`config.mk`:
```
export PLATFORM = sky130hd
export DESIGN_NAME = epp_parallel_cycle_engine
export DESIGN_NICKNAME = d
export VERILOG_FILES = /design/src/hdl/epp_pkg.sv /design/src/hdl/epp_parallel_cycle_engine.sv
export SDC_FILE = /design/constraint.sdc
export NUM_CORES = 1
export LEC_CHECK = 0
export BUFFER_PORTS_ARGS = -buffer_cell sky130_fd_sc_hd__buf_2
export CORE_MARGIN = 4
export CORE_UTILIZATION = 52
export CTS_CLUSTER_DIAMETER = 30
export DETAILED_ROUTE_END_ITERATION = 7
export GPL_ROUTABILITY_DRIVEN = 0
export PLACE_DENSITY = 0.88
export SLEW_MARGIN = 10
export SYNTH_ARGS = -nofsm -noshare
export SYNTH_HDL_FRONTEND = slang
export SYNTH_SLANG_ARGS = --single-unit
```
`constraint.sdc`:
```
create_clock -name clk_sys_i -period 4.6 [get_ports clk_sys_i]
set_input_delay 0.46 -clock clk_sys_i [delete_from_list [all_inputs] [get_ports clk_sys_i]]
set_output_delay 0.46 -clock clk_sys_i [all_outputs]
set_load 0.01 [all_outputs]
```
`src/hdl/epp_pkg.sv`:
```
// Purpose: Shared constants and types of the EPP cycle engine
// Assumes: 125 MHz system clock, AHB-Lite word registers
// Notes: Byte address of a register is four times its index
package epp_pkg;
	// Clock and watchdog timing
	localparam int CLK_PERIOD_NS = 8;
	localparam int WD_TIMEOUT_NS = 10000;
	// Longest time, so round down
	localparam int WD_CYCLES = WD_TIMEOUT_NS / CLK_PERIOD_NS;
	localparam int WD_W = 11;

	// Register indices
	localparam logic [3:0] IDX_DATA = 4'h0;
	localparam logic [3:0] IDX_STATUS = 4'h1;
	localparam logic [3:0] IDX_CONTROL = 4'h2;
	localparam logic [3:0] IDX_EPP_ADDR = 4'h3;
	localparam logic [3:0] IDX_EPP_DATA0 = 4'h4;
	localparam logic [3:0] IDX_EPP_DATA3 = 4'h7;
	localparam logic [3:0] IDX_MODE = 4'h8;

	// Control register fields
	localparam int CTL_STROBE = 0;
	localparam int CTL_AUTOFD = 1;
	localparam int CTL_INIT = 2;
	localparam int CTL_SLCTIN = 3;
	localparam int CTL_IRQE = 4;
	localparam int CTL_DIR = 5;
	localparam logic [5:0] CONTROL_RST = 6'h00;

	// Mode register fields
	localparam int MODE_EPP = 0;
	localparam int MODE_V19 = 1;
	localparam logic [1:0] MODE_RST = 2'h0;

	// Status register fields
	localparam int STS_CYCLE_TIMEOUT_FLAG = 0;

	localparam logic [1:0] HTRANS_NONSEQ = 2'h2;

	// Parallel control pins, all active low
	typedef struct packed {
		logic n_write;
		logic n_datastb;
		logic n_addrstb;
		logic n_init;
	} pins_s;

	localparam pins_s PINS_RST = 4'hF;

	typedef enum logic [6:0] {
		S_IDLE = 7'h01,
		S_START = 7'h02,
		S_WLOW = 7'h04,
		S_DRIVE = 7'h08,
		S_STRB = 7'h10,
		S_TERM = 7'h20,
		S_HOLD = 7'h40
	} state_e;
endpackage

```
`src/hdl/epp_parallel_cycle_engine.sv`:
```
// Purpose: EPP 1.7/1.9 cycle engine behind an AHB-Lite slave
// Assumes: Port inputs are synchronous to clk_sys_i
// Notes: Bus wait states stand in for the ISA ready line
`timescale 1ns/100ps
module epp_parallel_cycle_engine
	import epp_pkg::*;
(
	input wire logic clk_sys_i,
	input wire logic rst_n_i,
	input wire logic hsel_i,
	input wire logic [31:0] haddr_i,
	input wire logic [1:0] htrans_i,
	input wire logic hwrite_i,
	input wire logic [2:0] hsize_i,
	input wire logic [31:0] hwdata_i,
	input wire logic hready_i,
	output logic [31:0] hrdata_o,
	output logic hreadyout_o,
	output logic hresp_o,
	input wire logic [7:0] port_data_bus_i,
	output logic [7:0] port_data_bus_o,
	output logic port_data_bus_oe_o,
	output logic port_direction_out_o,
	output pins_s pins_o,
	input wire logic n_wait_i,
	input wire logic busy_i,
	input wire logic n_ack_i,
	input wire logic pe_i,
	input wire logic slct_i,
	input wire logic n_err_i,
	input wire logic peripheral_interrupt_in_i,
	output logic peripheral_interrupt_o
);
	state_e state_r;
	state_e state_nxt;
	logic [5:0] ctrl_r;
	logic [5:0] ctrl_nxt;
	logic [1:0] mode_r;
	logic [1:0] mode_nxt;
	logic [7:0] spp_data_r;
	logic [7:0] spp_data_nxt;
	logic [7:0] out_byte_r;
	logic [7:0] out_byte_nxt;
	logic cycle_timeout_flag_r;
	logic cycle_timeout_flag_nxt;
	logic [WD_W-1:0] wd_r;
	logic [WD_W-1:0] wd_nxt;
	logic is_read_r;
	logic is_addr_r;
	logic wr_pend_r;
	logic [3:0] wr_idx_r;
	logic [31:0] hrdata_nxt;
	logic hreadyout_nxt;
	logic cyc_nxt;
	logic strobe_nxt;
	logic dir_nxt;
	pins_s pins_nxt;
	logic [7:0] pd_nxt;

	// Address phase decode
	wire [3:0] acc_idx = haddr_i[5:2];
	wire accept = hsel_i & hready_i & (htrans_i == HTRANS_NONSEQ);
	wire epp_en = mode_r[MODE_EPP];
	wire v19 = mode_r[MODE_V19];
	wire epp_hit = epp_en & ((acc_idx == IDX_EPP_ADDR) | ((acc_idx >= IDX_EPP_DATA0) & (acc_idx <= IDX_EPP_DATA3)));
	wire acc_epp = accept & epp_hit;
	wire acc_reg = accept & ~epp_hit;
	wire control_direction_bit = ctrl_r[CTL_DIR];

	// Watchdog runs while ready is held low
	wire wd_busy = (state_r == S_START) | (state_r == S_WLOW) | (state_r == S_DRIVE) | (state_r == S_STRB);
	wire timeout = wd_busy & (wd_r >= WD_CYCLES[WD_W-1:0]);
	// nWAIT high is the peripheral's acknowledge
	wire capture = (state_r == S_STRB) & n_wait_i & ~timeout;

	// Software writes land in the zero-wait data phase
	wire wr_data = wr_pend_r & (wr_idx_r == IDX_DATA);
	wire wr_ctrl = wr_pend_r & (wr_idx_r == IDX_CONTROL);
	wire wr_mode = wr_pend_r & (wr_idx_r == IDX_MODE);
	wire wr_sts = wr_pend_r & (wr_idx_r == IDX_STATUS);
	wire tmo_clr = wr_sts & hwdata_i[STS_CYCLE_TIMEOUT_FLAG];

	// Register read mux, unmapped reads return zero
	wire [7:0] status_byte = {~busy_i, n_ack_i, pe_i, slct_i, n_err_i, 2'b00, cycle_timeout_flag_r};
	wire [31:0] rd_mux = (acc_idx == IDX_DATA) ? {24'h000000, port_data_bus_i} :
		(acc_idx == IDX_STATUS) ? {24'h000000, status_byte} :
		(acc_idx == IDX_CONTROL) ? {26'h0000000, ctrl_r} :
		(acc_idx == IDX_MODE) ? {30'h00000000, mode_r} : 32'h00000000;

	// Cycle sequencer
	always_comb begin
		state_nxt = state_r;
		case (state_r)
			S_IDLE, S_TERM, S_HOLD: begin
				state_nxt = acc_epp ? S_START : S_IDLE;
			end
			S_START: begin
				state_nxt = (v19 & n_wait_i) ? S_WLOW : S_DRIVE;
			end
			S_WLOW: begin
				if (timeout) begin
					state_nxt = S_TERM;
				end else if (!n_wait_i) begin
					state_nxt = S_DRIVE;
				end
			end
			S_DRIVE: begin
				state_nxt = timeout ? S_TERM : S_STRB;
			end
			S_STRB: begin
				if (timeout) begin
					state_nxt = S_TERM;
				end else if (n_wait_i) begin
					state_nxt = v19 ? S_TERM : S_HOLD;
				end
			end
			default: begin
				state_nxt = S_IDLE;
			end
		endcase
	end

	// Ready is low in every state that still waits on the port
	assign hreadyout_nxt = ~((state_nxt == S_START) | (state_nxt == S_WLOW) |
		(state_nxt == S_DRIVE) | (state_nxt == S_STRB));
	assign cyc_nxt = (state_nxt == S_DRIVE) | (state_nxt == S_STRB) | (state_nxt == S_TERM) | (state_nxt == S_HOLD);
	// 1.7 keeps the strobe up for the cycle in which the host ends
	assign strobe_nxt = (state_nxt == S_STRB) | (state_nxt == S_HOLD);
	// Control strobe forces write; a set direction bit turns writes into reads
	assign dir_nxt = cyc_nxt ? ((is_read_r | control_direction_bit) & ~ctrl_r[CTL_STROBE]) : control_direction_bit;
	assign out_byte_nxt = (state_r == S_START) ? hwdata_i[7:0] : out_byte_r;
	assign pd_nxt = cyc_nxt ? out_byte_nxt : spp_data_r;

	// Pins follow control register outside a cycle
	assign pins_nxt.n_write = cyc_nxt ? dir_nxt : ~ctrl_r[CTL_STROBE];
	assign pins_nxt.n_datastb = cyc_nxt ? ~(strobe_nxt & ~is_addr_r) : ~ctrl_r[CTL_AUTOFD];
	assign pins_nxt.n_addrstb = cyc_nxt ? ~(strobe_nxt & is_addr_r) : ~ctrl_r[CTL_SLCTIN];
	assign pins_nxt.n_init = ctrl_r[CTL_INIT];

	// Set wins over the write-one clear
	assign cycle_timeout_flag_nxt = timeout | (cycle_timeout_flag_r & ~tmo_clr);
	assign wd_nxt = (wd_busy & (state_nxt != S_TERM) & (state_nxt != S_HOLD)) ? WD_W'(wd_r + 1'b1) : '0;
	assign ctrl_nxt = wr_ctrl ? hwdata_i[5:0] : ctrl_r;
	assign mode_nxt = wr_mode ? hwdata_i[1:0] : mode_r;
	assign spp_data_nxt = wr_data ? hwdata_i[7:0] : spp_data_r;
	assign hrdata_nxt = capture ? {24'h000000, port_data_bus_i} : (acc_reg ? rd_mux : hrdata_o);

	// Sequencer and counters
	always_ff @(posedge clk_sys_i) begin
		if (!rst_n_i) begin
			state_r <= S_IDLE;
			wd_r <= '0;
			cycle_timeout_flag_r <= 1'b0;
		end else begin
			state_r <= state_nxt;
			wd_r <= wd_nxt;
			cycle_timeout_flag_r <= cycle_timeout_flag_nxt;
		end
	end

	// Software registers and latched request
	always_ff @(posedge clk_sys_i) begin
		if (!rst_n_i) begin
			ctrl_r <= CONTROL_RST;
			mode_r <= MODE_RST;
			spp_data_r <= 8'h00;
			out_byte_r <= 8'h00;
		end else begin
			ctrl_r <= ctrl_nxt;
			mode_r <= mode_nxt;
			spp_data_r <= spp_data_nxt;
			out_byte_r <= out_byte_nxt;
		end
	end

	// Access kind captured in the address phase
	always_ff @(posedge clk_sys_i) begin
		if (!rst_n_i) begin
			is_read_r <= 1'b0;
			is_addr_r <= 1'b0;
			wr_pend_r <= 1'b0;
			wr_idx_r <= 4'h0;
		end else begin
			if (acc_epp) begin
				is_read_r <= ~hwrite_i;
				is_addr_r <= (acc_idx == IDX_EPP_ADDR);
			end
			wr_pend_r <= acc_reg & hwrite_i;
			wr_idx_r <= acc_idx;
		end
	end

	// All outputs registered
	always_ff @(posedge clk_sys_i) begin
		if (!rst_n_i) begin
			hrdata_o <= 32'h00000000;
			hreadyout_o <= 1'b1;
			hresp_o <= 1'b0;
			pins_o <= PINS_RST;
			port_data_bus_o <= 8'h00;
			port_data_bus_oe_o <= 1'b1;
			port_direction_out_o <= 1'b0;
			peripheral_interrupt_o <= 1'b0;
		end else begin
			hrdata_o <= hrdata_nxt;
			hreadyout_o <= hreadyout_nxt;
			hresp_o <= 1'b0;
			pins_o <= pins_nxt;
			port_data_bus_o <= pd_nxt;
			port_data_bus_oe_o <= ~dir_nxt;
			port_direction_out_o <= dir_nxt;
			// Passed through like standard mode, gated by the enable bit
			peripheral_interrupt_o <= peripheral_interrupt_in_i & ctrl_r[CTL_IRQE];
		end
	end
endmodule

```
==> impl.org, run 1 <==
** STA
- Min Clock Period, post-route :: 2.95 ns
- Setup slack on the critical path of the routed design comes to 1.65 ns.
- For the final database, setup skew stands at 0.0105 ns.
- Slew Limit Fails :: 0
- In the final timing run, aggregate negative setup slack is 0 ns.
- For the pin with the worst max-slew slack, the measured transition is 0.912 ns.
- Of the available clock period, the critical path in the final layout requires 64.2%.
- Setup violations remaining at the end of the flow were counted as 0.
- The number of hold violations in the final report was 0.
- Setup repair after global routing left no endpoint under its margin.
- Tightest slew margin relative to the limit :: 38.7%
- Fmax :: 0.339 GHz

** Layout
- The net count of the finished layout is 522.
- The area growth from synthesis to layout is 12.8%.
- Cells with a size suffix above 1 make up 20.0% of the layout.
- The number of antenna diodes in the final layout is 0.
- Number of filler instances in the final layout :: 527

** Floorplanning
- The die is 88.8 µm wide.
- Once the floorplan was initialized, standard cells occupied 53.4% of the core.
- Row count :: 29
- In this run the vertical extent of the chip is 88.8 µm.
- 138 I/O pins were placed.
- Die footprint :: 7880 µm²
- The core region is 6350 µm².

** GRT
- Largest net degree at the start of global routing :: 34
- Global routing used 19.8% of the available tracks across all layers.
- The first global-routing pass estimated 12000 µm of wire.
- Number of antenna violations at the first check in global routing :: 0
- For this run the aggregate overflow at the end of global routing stands at 0.
- Number of global-route vias before repair :: 2547

** Pwr
- Final Power :: 1260 µW
- P_leak :: 0.00182 µW
- In this run the power density over the cells is 328 nW/µm².
- VDD sags by at most 276 µV.

** Yosys
- Most common cell in the synthesized netlist :: dfxtp_1
- The most used flip-flop cell after synthesis is dfxtp_1.
- In this run the biggest area consumer among cell types represents 43.7% of the synthesized area.
- For this run, the number of Yosys warnings is 0.
- Synthesis inferred 74 register bits.
- Count of distinct cell types in the synthesized netlist :: 63
- The biggest area contributor in the post-synthesis netlist is dfxtp_1.
- In the synthesized netlist, the number of instances is 378.
- Leading cell types by count after synthesis :: 74 x dfxtp_1, 50 x nor2_1, 31 x nand2_1
- Async SR Flop Fraction :: 0%
- Sequential cells were found to cover 43.7% of the synthesized design area.
- Summing every instance area after synthesis gives 3390 µm².
- Leading cell types by total area after synthesis :: dfxtp_1 44%, mux2i_1 8.0%, buf_4 6.0%, nor2_1 5.5%, nand2_1 3.4%
- Synth Area per Inst :: 8.97 µm²
- Post-synth EDFFs :: 0

** Critical path
- STA classifies the critical path startpoint as a flip-flop.
- The startpoint identified for the worst register-to-register timing path is wd_r[0]$_SDFF_PN0_.
- Required @ worst endpoint :: 4.83 ns
- Across all register-to-register paths, the minimum setup slack is 1.65 ns.
- Crit Path Class :: reg2reg
- Kind of capture point of the worst setup path :: flip-flop
- Critical Path Start :: wd_r[0]$_SDFF_PN0_
- Critical path arrival :: 3.19 ns
- Worst-path maximum fanout :: 13
- For the worst flop-to-flop path, the logic depth is 8.

** Min path
- The worst hold path passes through 2 cells.
- The worst hold path belongs to the class in2reg.
- Worst hold start :: hwrite_i

** Placement
- Pre-CTS setup slack :: 1.65 ns
- Port Buffers :: 57
- Placed wire-length estimate :: 5390 µm

** CTS
- TritonCTS built the clock tree.
- The cell sitting at the root of the clock tree is a clkbuf_8.
- Post-CTS timing repair inserted 0 buffers for setup.
- The clock net in this run drives a total of 74 sinks.
- In this run the deepest clock path goes through 2 buffers.
- Gates resized during post-CTS repair numbered 0.
- For this design, the CTS-stage hold fixing added 0 buffers.
- CTS built an H-tree with a depth of 3.
- At the later pin of the worst-skew pair, clock insertion delay measures 0.35 ns.
- Post-CTS clock slew at the launch and capture registers of the worst setup and hold paths :: 0.08 ns
- Clock buffer count from CTS :: 9

** Run
- The tool flagged a number of max-cap violations equal to 0.

** Outcome
- The flow ran to the end, and the final reports show no timing, DRC or antenna violations.

** Routing
- The first detailed-routing pass took 5 iterations.
- Vias post-DR :: 2862
- Routed wire length :: 7710 µm
- After detailed routing, the number of remaining DRC violations is 0.
- Dividing the detail-routed wire length by the instance count gives 15.0 µm.
- In the routed layout, each cell is associated on average with a via count of 5.58.
- The count of nets left with antenna violations once routing finished came out at 0.
- The detailed router finished its first iteration with 193 violations.
-- cell type report --
| type | instances | area, µm² | share of cell area, % |
|---|---|---|---|
| clock buffer | 9 | 124 | 3.24 |
| clock inverter | 7 | 92.6 | 2.42 |
| inverter | 7 | 26.3 | 0.687 |
| multi-input combinational | 281 | 1710 | 44.8 |
| sequential | 74 | 1480 | 38.7 |
| tap | 77 | 96.3 | 2.52 |
| timing repair buffer | 58 | 293 | 7.65 |
-- through the flow --
stage	hold slack, ns	utilization [%]	cell area, µm²	instances
after global placement	0.440	56.8	3610	497
final	0.308	60.3	3830	513
after floorplan	0.426	-	3480	402
after detailed placement	0.450	56.8	3610	497
after CTS	0.300	60.3	3830	513
after global routing	0.290	60.3	3830	513
-- worst max-delay path, stage by stage, from the launching register on --
cell and delay [ns]:
dfxtp_1 0.39, inv_1 0.07, ha_1 0.20, or4_1 0.51, o211ai_2 0.30, nand2_1 0.16
a32oi_2 0.26, nand3_1 0.43, a221o_1 0.51
-- layout by cell type (no fill, tap or decap), drive strengths merged, types with 8 or more instances in the layout --
cell	instances
dfxtp	74
o31ai	9
buf	58
o21ai	30
nand2	31
nor3	8
conb	25
a21oi	12
nor2	50
mux2i	27
nand3	8
clkbuf	9
-- logic make-up (layout without fill, tap and decap cells) --
| group | count (synthesis) | in the layout | synth area share (%) |
|---|---|---|---|
| multiplexers | 28 | 28 | 8.30 |
| flip-flops | 74 | 74 | 43.7 |
| adder cells (fa/ha/maj) | 2 | 2 | 0.738 |
| XOR/XNOR | 11 | 11 | 2.84 |
| buffers and inverters | 47 | 81 | 8.48 |
| AO/OA/AOI/OAI | 76 | 76 | 15.1 |
| other | 1 | 25 | 0.111 |
| AND/OR/NAND/NOR | 139 | 139 | 20.7 |
-- final timing paths --
kind	end
worst max-delay path	port_data_bus_oe_o$_SDFF_PN1_
worst min-delay path	is_read_r$_SDFFE_PN0P_
worst max register to register	port_data_bus_oe_o$_SDFF_PN1_
worst min register to register	port_data_bus_o[2]$_SDFF_PN0_
-- report_power, final --
group / switching, µW / total [µW] / leakage [µW] / internal [µW]
Combinational: 39.4 / 58.7 / 0.00111 / 19.2
Sequential: 2.06 / 646 / 0.000598 / 644
Clock: 247 / 552 / 0.000113 / 305
-- flip-flops by register name, indices dropped and copies added (netlist names) --
name	count
port_data_bus_oe_o	1
ctrl_r	6
is_read_r	1
mode_r	2
is_addr_r	1
out_byte_r	8
state_r	7
port_data_bus_o	8
wr_idx_r	4
pins_o	4
port_direction_out_o	1
hreadyout_o	1
wd_r	11
hrdata_o	8
peripheral_interrupt_o	1
spp_data_r	8
cycle_timeout_flag_r	1
wr_pend_r	1
-- per-layer routing --
metal / vias up / global-route usage (%) / wire (µm)
met5: - / 0 / 0
met1: 1361 / 24.7 / 3140
met2: 103 / 32.7 / 3960
li1: 1385 / - / -
met3: 13 / 6.52 / 511
met4: 0 / 5.77 / 96
Power figures use the tool's default switching activity.
==> run 2, diff against run 1 <==
- CORE_UTILIZATION: 52 -> 44
- PLACE_DENSITY: 0.88 -> 0.8
- clock period: 4.6 -> 2.4 ns (I/O delays scaled with it)
==> run 2 against run 1 <==
Clock power up 85%. Core utilization shrank 5.0 points. Die area increased by 16%. Count of clock-buffer cells in the layout increased by 4. Via count is 2.0% higher. Non-clock buffer count rose by 21. Final area up 6.4%. Sequential power increased by 92%. First-iteration DRC count is 12% lower.
==> impl.org, run 2 (synthesis gave the netlist of run 1 again) <==
** GRT
- The first global-routing pass estimated 12500 µm of wire.
- Global-route congestion overflow total :: 0
- Global routing consumed, over all layers together, 17.4% of the routing resources.
- Number of antenna violations at the first check in global routing :: 0
- Entering global routing, the biggest net connects 35 pins.
- Number of global-route vias before repair :: 2742

** Pwr
- For this design the static power due to leakage is 0.00192 µW.
- In this run the power density over the cells is 583 nW/µm².
- Max rail drop VDD :: 440 µV

** Layout
- Multi-input logic area :: 1770 µm²
- Commonest non-fill, non-tap cell in the layout :: dfxtp_1
- wd_r holds more flip-flops than any other register.
- Antenna diode count :: 0
- Share of layout cells above drive strength 1 :: 25.2%
- In the final layout, flip-flops and latches occupy 1480 µm².
- Number of filler instances in the final layout :: 672
- The register with the most flip-flops in the layout has 11 of them.
- Fin nets :: 543
- Commonest cells after routing, fill and taps aside :: 73 x dfxtp_1, 57 x buf_2, 50 x nor2_1, 30 x nand2_1, 27 x mux2i_1
- Area growth from synthesis to layout :: 20.0%

** STA
- Hold Slack :: 0.106 ns
- The max-slew violation total from the final report is 0.
- Min Clock Period, post-route :: 2.30 ns
- Setup total negative slack on the finished layout was measured at 0 ns.
- Dividing the final minimum period by the clock period gives 95.7%.
- Hold violation total from the final report :: 0
- Fmax :: 0.435 GHz
- Setup repair after global routing left no endpoint under its margin.
- Maximum clock skew at final layout :: 0.00990 ns
- At the pin with the least slew margin, the transition time is 0.780 ns.
- Measured against its own limit, the worst slew margin works out to 47.9%.
- Setup-violating endpoint count in the final report :: 0

** CTS
- The H-tree was split into 3 levels.
- Hold-fix buffers, CTS :: 0
- Number of clock sinks seen by CTS :: 74
- Counting along the longest clock path gives a buffer depth of 2.
- Post-CTS clock slew at the launch and capture registers of the worst setup and hold paths :: 0.08 ns
- Buffers inserted during clock tree synthesis total 9.
- TritonCTS built the clock tree.
- Root buffer selected by CTS :: clkbuf_8
- At the later pin of the worst-skew pair, clock insertion delay measures 0.35 ns.

** Routing
- First drt pass iteration count :: 4
- Via-per-instance ratio :: 5.25
- Iteration-0 DRC count of the detailed router :: 169
- DRC errors left :: 0
- Dividing the detail-routed wire length by the instance count gives 14.2 µm.
- Post-DRT Antenna Nets :: 0
- For this block, the routed nets add up to 7910 µm of wire.
- The final route contains 2919 vias.

** Critical path
- In this design, the stage delay of the slowest critical-path cell is 0.43 ns.
- Together, buffers and inverters on the worst path number 3.
- Setup crit start kind :: flip-flop
- Required @ worst endpoint :: 2.62 ns
- Crit Path Class :: reg2reg
- The critical path goes through inv_1 > ha_1 > or4_4 > o211ai_4 > buf_6 > and4bb_2 > o21ai_2 > buf_4 > o32a_1.
- For the worst setup path, the data arrival time is 2.52 ns.
- STA classifies the critical path endpoint as a flip-flop.
- Critical-path cell with the highest stage delay :: or4_4
- Along the worst path, the maximum fanout reaches 5.
- The kind of cell with the highest combined delay along the critical path is simple AND/OR/NAND/NOR gates.

** Floorplanning
- Floorplan die height :: 95.8 µm
- Core footprint :: 7370 µm²
- Die footprint :: 9180 µm²
- Floorplan die width :: 95.8 µm
- Row count :: 31
- # IOs :: 138
- Starting Density :: 46.0%

** Placement
- Port Buffers :: 57
- The wire-length estimate of the detail-placed layout is 5740 µm.

** Outcome
- The flow ran to the end, and the final reports show no timing, DRC or antenna violations.

** Min path
- Kind of path behind the tightest hold check :: in2reg

** Run
- Number of maximum-capacitance violations :: 0
[run 2: worst register-to-register path: cells and delay by family (launching register included)]
family | cells | cell delay [ns]
AND/OR/NAND/NOR | 2 | 0.71
AO/OA/AOI/OAI | 3 | 0.61
adder cells (fa/ha/maj) | 1 | 0.18
flip-flops | 1 | 0.33
buffers and inverters | 3 | 0.35
[run 2: layout make-up]
type / count / area share (%)
multi-input cells: 281 / 43.4
flip-flops and latches: 74 / 36.4
repair buffers: 79 / 11.2
clock buffers: 13 / 4.15
well taps: 99 / 3.04
clock inverters: 3 / 1.14
inverters: 7 / 0.645
[run 2: power breakdown]
part	total (µW)	internal, µW	leakage (µW)	switching (µW)
combinational	115	38.7	0.00122	76.6
sequential	1240	1230	0.000598	4.00
clock	1020	568	0.000106	451
total	2370	1840	0.00192	532
[run 2: repair_timing]
action	in CTS	in global routing
setup buffers	0	2
pin swaps	0	5
resized for setup	2	12
setup endpoints to repair	1	16
gates cloned	0	0
[run 2: worst paths after layout]
path	from	end	slack, ns	cells after the start
max	wd_r[0]$_SDFF_PN0_	pins_o[2]$_SDFF_PN1_	0.10	9
max reg2reg	wd_r[0]$_SDFF_PN0_	pins_o[2]$_SDFF_PN1_	0.10	9
min	hwrite_i	is_read_r$_SDFFE_PN0P_	0.11	2
min reg2reg	spp_data_r[7]$_SDFFE_PN0P_	port_data_bus_o[7]$_SDFF_PN0_	0.46	2
[run 2: stage by stage]
step	worst slack (ns)	total power, µW	cells	cell area, µm²	utilization (%)
CTS	0.0326	2390	554	4000	54.3
global placement	0.0538	1380	538	3780	51.3
finish	0.102	2370	556	4070	55.2
detailed placement	0.0174	1380	538	3780	51.3
global route	0.0227	2450	556	4070	55.2
floorplan	0.126	1360	402	3480	-
[run 2: layer usage]
layer / routed length, µm / global-route usage [%] / vias to the layer above / part of all wire (%)
met5: 0 / 0 / - / 0
met4: 171 / 6.99 / 0 / 2.2
met3: 391 / 5.08 / 17 / 4.9
met2: 3970 / 29.0 / 77 / 50
met1: 3370 / 20.9 / 1400 / 43
li1: - / - / 1425 / -
==> run 3, diff against run 2 <==
--- a/config.mk
+++ b/config.mk
@@ -13,2 +13,3 @@
 export GPL_ROUTABILITY_DRIVEN = 0
+export GPL_TIMING_DRIVEN = 0
 export PLACE_DENSITY = 0.8
==> constraint.sdc (replaced) <==
create_clock -name clk_sys_i -period 2.4 [get_ports clk_sys_i]
set_input_delay 0.12 -clock clk_sys_i [delete_from_list [all_inputs] [get_ports clk_sys_i]]
set_output_delay 0.12 -clock clk_sys_i [all_outputs]
set_load 0.01 [all_outputs]
==> run 3 against run 2 <==
Maximum frequency down 2.4%. Hold slack worse by 0.096 ns. Final cell count grew 6.1%. Final area rose by 5.9%. Non-clock buffer count rose by 34. Critical endpoint unchanged. Largest cell class unchanged. Largest power group unchanged.
==> impl.org, run 3 (synthesis gave the netlist of run 1 again) <==
** Outcome
- The flow ran to the end, and the final reports show no timing, DRC or antenna violations.

** Critical path
- Worst path max stage delay :: 0.43 ns
- The critical path is of the reg2reg type.
- Critical-path cell with the highest stage delay :: or4_4
- Kind of capture point of the worst setup path :: flip-flop
- Critical path arrival :: 2.59 ns
- Reg-to-Reg End :: pins_o[2]$_SDFF_PN1_
- Of all nets on the critical path, the largest fanout is 6.
- CP Cell Sequence :: inv_1 > ha_1 > or4_4 > o211ai_4 > nand2_2 > a32oi_4 > nand3_2 > buf_6 > o32a_1
- In this run the critical register-to-register path is launched from wd_r[0]$_SDFF_PN0_.
- Counting buffers and inverters, the worst setup path is 9 cells deep.
- Required @ worst endpoint :: 2.63 ns
- Setup crit start kind :: flip-flop
- R2R setup slack :: 0.05 ns
- The number of buffers and inverters on the critical path is 2.
- Worst r2r path cells :: 9
- Among cell families on the critical path, the largest total delay comes from simple AND/OR/NAND/NOR gates.

** Layout
- Fin nets :: 577
- More flip-flops sit in one register than any other, and that register is wd_r.
- Leaving out filler cells and counting taps, the final layout contains 590.
- Number of filler instances in the final layout :: 631
- At the end of the flow the core is filled with cells to 58.5%.
- Antenna diode count :: 0
- Of the cells placed in the final design, the portion with a size suffix greater than 1 is 27.3%.
- Register area :: 1480 µm²
- The multi-input combinational cells in the finished layout cover a total of 1770 µm².
- With fillers left out, the area of the finished cells amounts to 4310 µm².
- Commonest cells after routing, fill and taps aside :: 72 x dfxtp_1, 58 x buf_2, 50 x nor2_1, 37 x buf_4, 30 x nand2_1
- The register with the most flip-flops in the layout has 11 of them.
- From synthesis to final layout, the design area changed by 27.1%.
- The library cell used most frequently in the layout, excluding fill and tap cells, is dfxtp_1.

** Routing
- For this run, the detailed router's first-pass iteration total came to 5.
- Via-per-instance ratio :: 5.13
- Iteration-0 DRC count of the detailed router :: 227
- For this block, the routed nets add up to 8540 µm of wire.
- Vias post-DR :: 3027
- After detailed routing, the average wire length per cell comes to 14.5 µm.
- DRC errors left :: 0
- In this run the remaining antenna-violating nets after routing total 0.

** Min path
- Number of cells traversed by the worst hold path :: 3
- The worst hold path terminates at hrdata_o[7]$_SDFFE_PN0P_.
- The path class of the tightest hold or removal check is in2reg.
- Worst hold start :: port_data_bus_i[7]

** CTS
- Skew-Pair Late Insertion Delay :: 0.36 ns
- Clock tree synthesis found a total of 74 sinks.
- Root buffer selected by CTS :: clkbuf_8
- Clock tree from TritonCTS :: yes
- H-tree depth :: 3
- TritonCTS created 9 clock buffers.
- Worst-case clock buffer depth :: 2
- After clock tree synthesis, the clock-pin slew on the worst setup and hold paths is 0.07 ns.

** GRT
- Busiest layer in global routing :: met2
- Overall global routing resource usage :: 18.3%
- The first global-routing pass estimated 12800 µm of wire.
- Met1 track demand over resource :: 22.2%
- For met2 alone, demand over resource in global routing was 29.6%.
- Entering global routing, the biggest net connects 13 pins.
- The via count of the first global-routing pass is 2717.
- Global-route congestion overflow total :: 0
- The initial antenna violation count was 0.
- Met3 usage :: 4.30%

** STA
- Setup-violating endpoint count in the final report :: 0
- Measured against its own limit, the worst slew margin works out to 39.1%.
- The max-slew violation total from the final report came to 0.
- Maximum clock skew at final layout :: 0.00807 ns
- Setup repair after global routing missed its margin :: true
- For the pin with the worst max-slew slack, the measured transition is 0.906 ns.
- Fmax :: 0.425 GHz
- Hold violation total from the final report :: 0
- The smallest clock period supported by the final layout is computed as 2.35 ns.
- Final critical-path share of the clock period :: 98.1%
- Final TNS setup :: 0 ns

** Run
- Max-cap violations in this run came to 0.

** Placement
- Port Buffers :: 56
- Counting tap cells, the placed design contains a total of 557 instances.
- Post-Place Cell Area :: 3890 µm²
- The wire-length estimate of the detail-placed layout is 6000 µm.

** Floorplanning
- Core footprint :: 7370 µm²
- During I/O placement, the number of pins put on the boundary was 138.
- From bottom edge to top edge, the die measures 95.8 µm.
- In this run the horizontal extent of the chip is 95.8 µm.
- The die covers 9180 µm².
- Row generation in the floorplan step produced 31 rows.
- Starting Density :: 46.0%

** Pwr
- Summed over all cells, the static leakage comes to 0.00204 µW.
- Net switching power of the design :: 538 µW
- Final Power :: 2380 µW
- Switching fraction of total power :: 22.6%
- Sequential cells account for 52.2% of the total power.
- Part of the total power dissipated in the clock network :: 41.3%
- Portion of total power attributed to combinational logic :: 6.5%
- Cell-internal power :: 1840 µW
- Max rail drop VDD :: 357 µV
- Power spread over the standard cell area amounts to 551 nW/µm².
[run 3: how the worst max path moves through the flow]
stage / startpoint / to
floorplan: wd_r[0]$_SDFF_PN0_ / port_data_bus_oe_o$_SDFF_PN1_
global placement: wd_r[0]$_SDFF_PN0_ / port_direction_out_o$_SDFF_PN0_
detailed placement: wd_r[0]$_SDFF_PN0_ / port_direction_out_o$_SDFF_PN0_
CTS: state_r[0]$_SDFF_PN1_ / port_data_bus_o[1]$_SDFF_PN0_
global route: state_r[5]$_SDFF_PN0_ / port_data_bus_o[3]$_SDFF_PN0_
finish: wd_r[0]$_SDFF_PN0_ / pins_o[2]$_SDFF_PN1_
[run 3: metrics by stage]
step,setup WS (ns),hold slack (ns)
CTS,0.0450,0.000590
global route,-0.0288,0.0252
floorplan,0.126,0.216
finish,0.0452,0.00999
detailed placement,-0.244,0.350
global placement,-0.124,0.340
[run 3: cell type report]
| type | instances | share of cell area [%] |
|---|---|---|
| Buffer | 40 | 6.30 |
| Clock buffer | 12 | 3.60 |
| Clock inverter | 4 | 1.16 |
| Inverter | 7 | 0.609 |
| Multi-Input combinational cell | 281 | 41.1 |
| Sequential cell | 74 | 34.4 |
| Tap cell | 99 | 2.87 |
| Timing Repair Buffer | 73 | 9.92 |
[run 3: worst reg2reg max path, cell delays in order (launching register included)]
cell      delay (ns)
dfxtp_2         0.33
inv_1           0.04
ha_1            0.19
or4_4           0.43
o211ai_4        0.27
nand2_2         0.13
a32oi_4         0.29
nand3_2         0.18
buf_6           0.19
o32a_1          0.19
[run 3: power groups by stage]
| stage | Sequential, µW | Combinational [µW] | Clock, µW |
|---|---|---|---|
| finish | 1240 | 154 | 983 |
| detailed placement | 1270 | 145 | 0 |
| CTS | 1240 | 151 | 999 |
| global placement | 1270 | 144 | 0 |
| floorplan | 1270 | 88.3 | 0 |
| global route | 1240 | 170 | 1050 |
[run 3: timing repair]
item / 4_1_cts / 5_1_grt
setup endpoints to repair: 23 / 31
gates cloned: 1 / 0
hold buffers: 4 / 0
resized for setup: 11 / 5
buffers inserted: 9 / 3
pin swaps: 7 / 5
endpoints found under the hold margin: 4 / 0
[run 3: routing by layer]
layer,share of wire [%],vias to the layer above
met3,5.4,17
li1,-,1493
met1,41,1417
met5,0,-
met4,2.9,0
met2,51,100
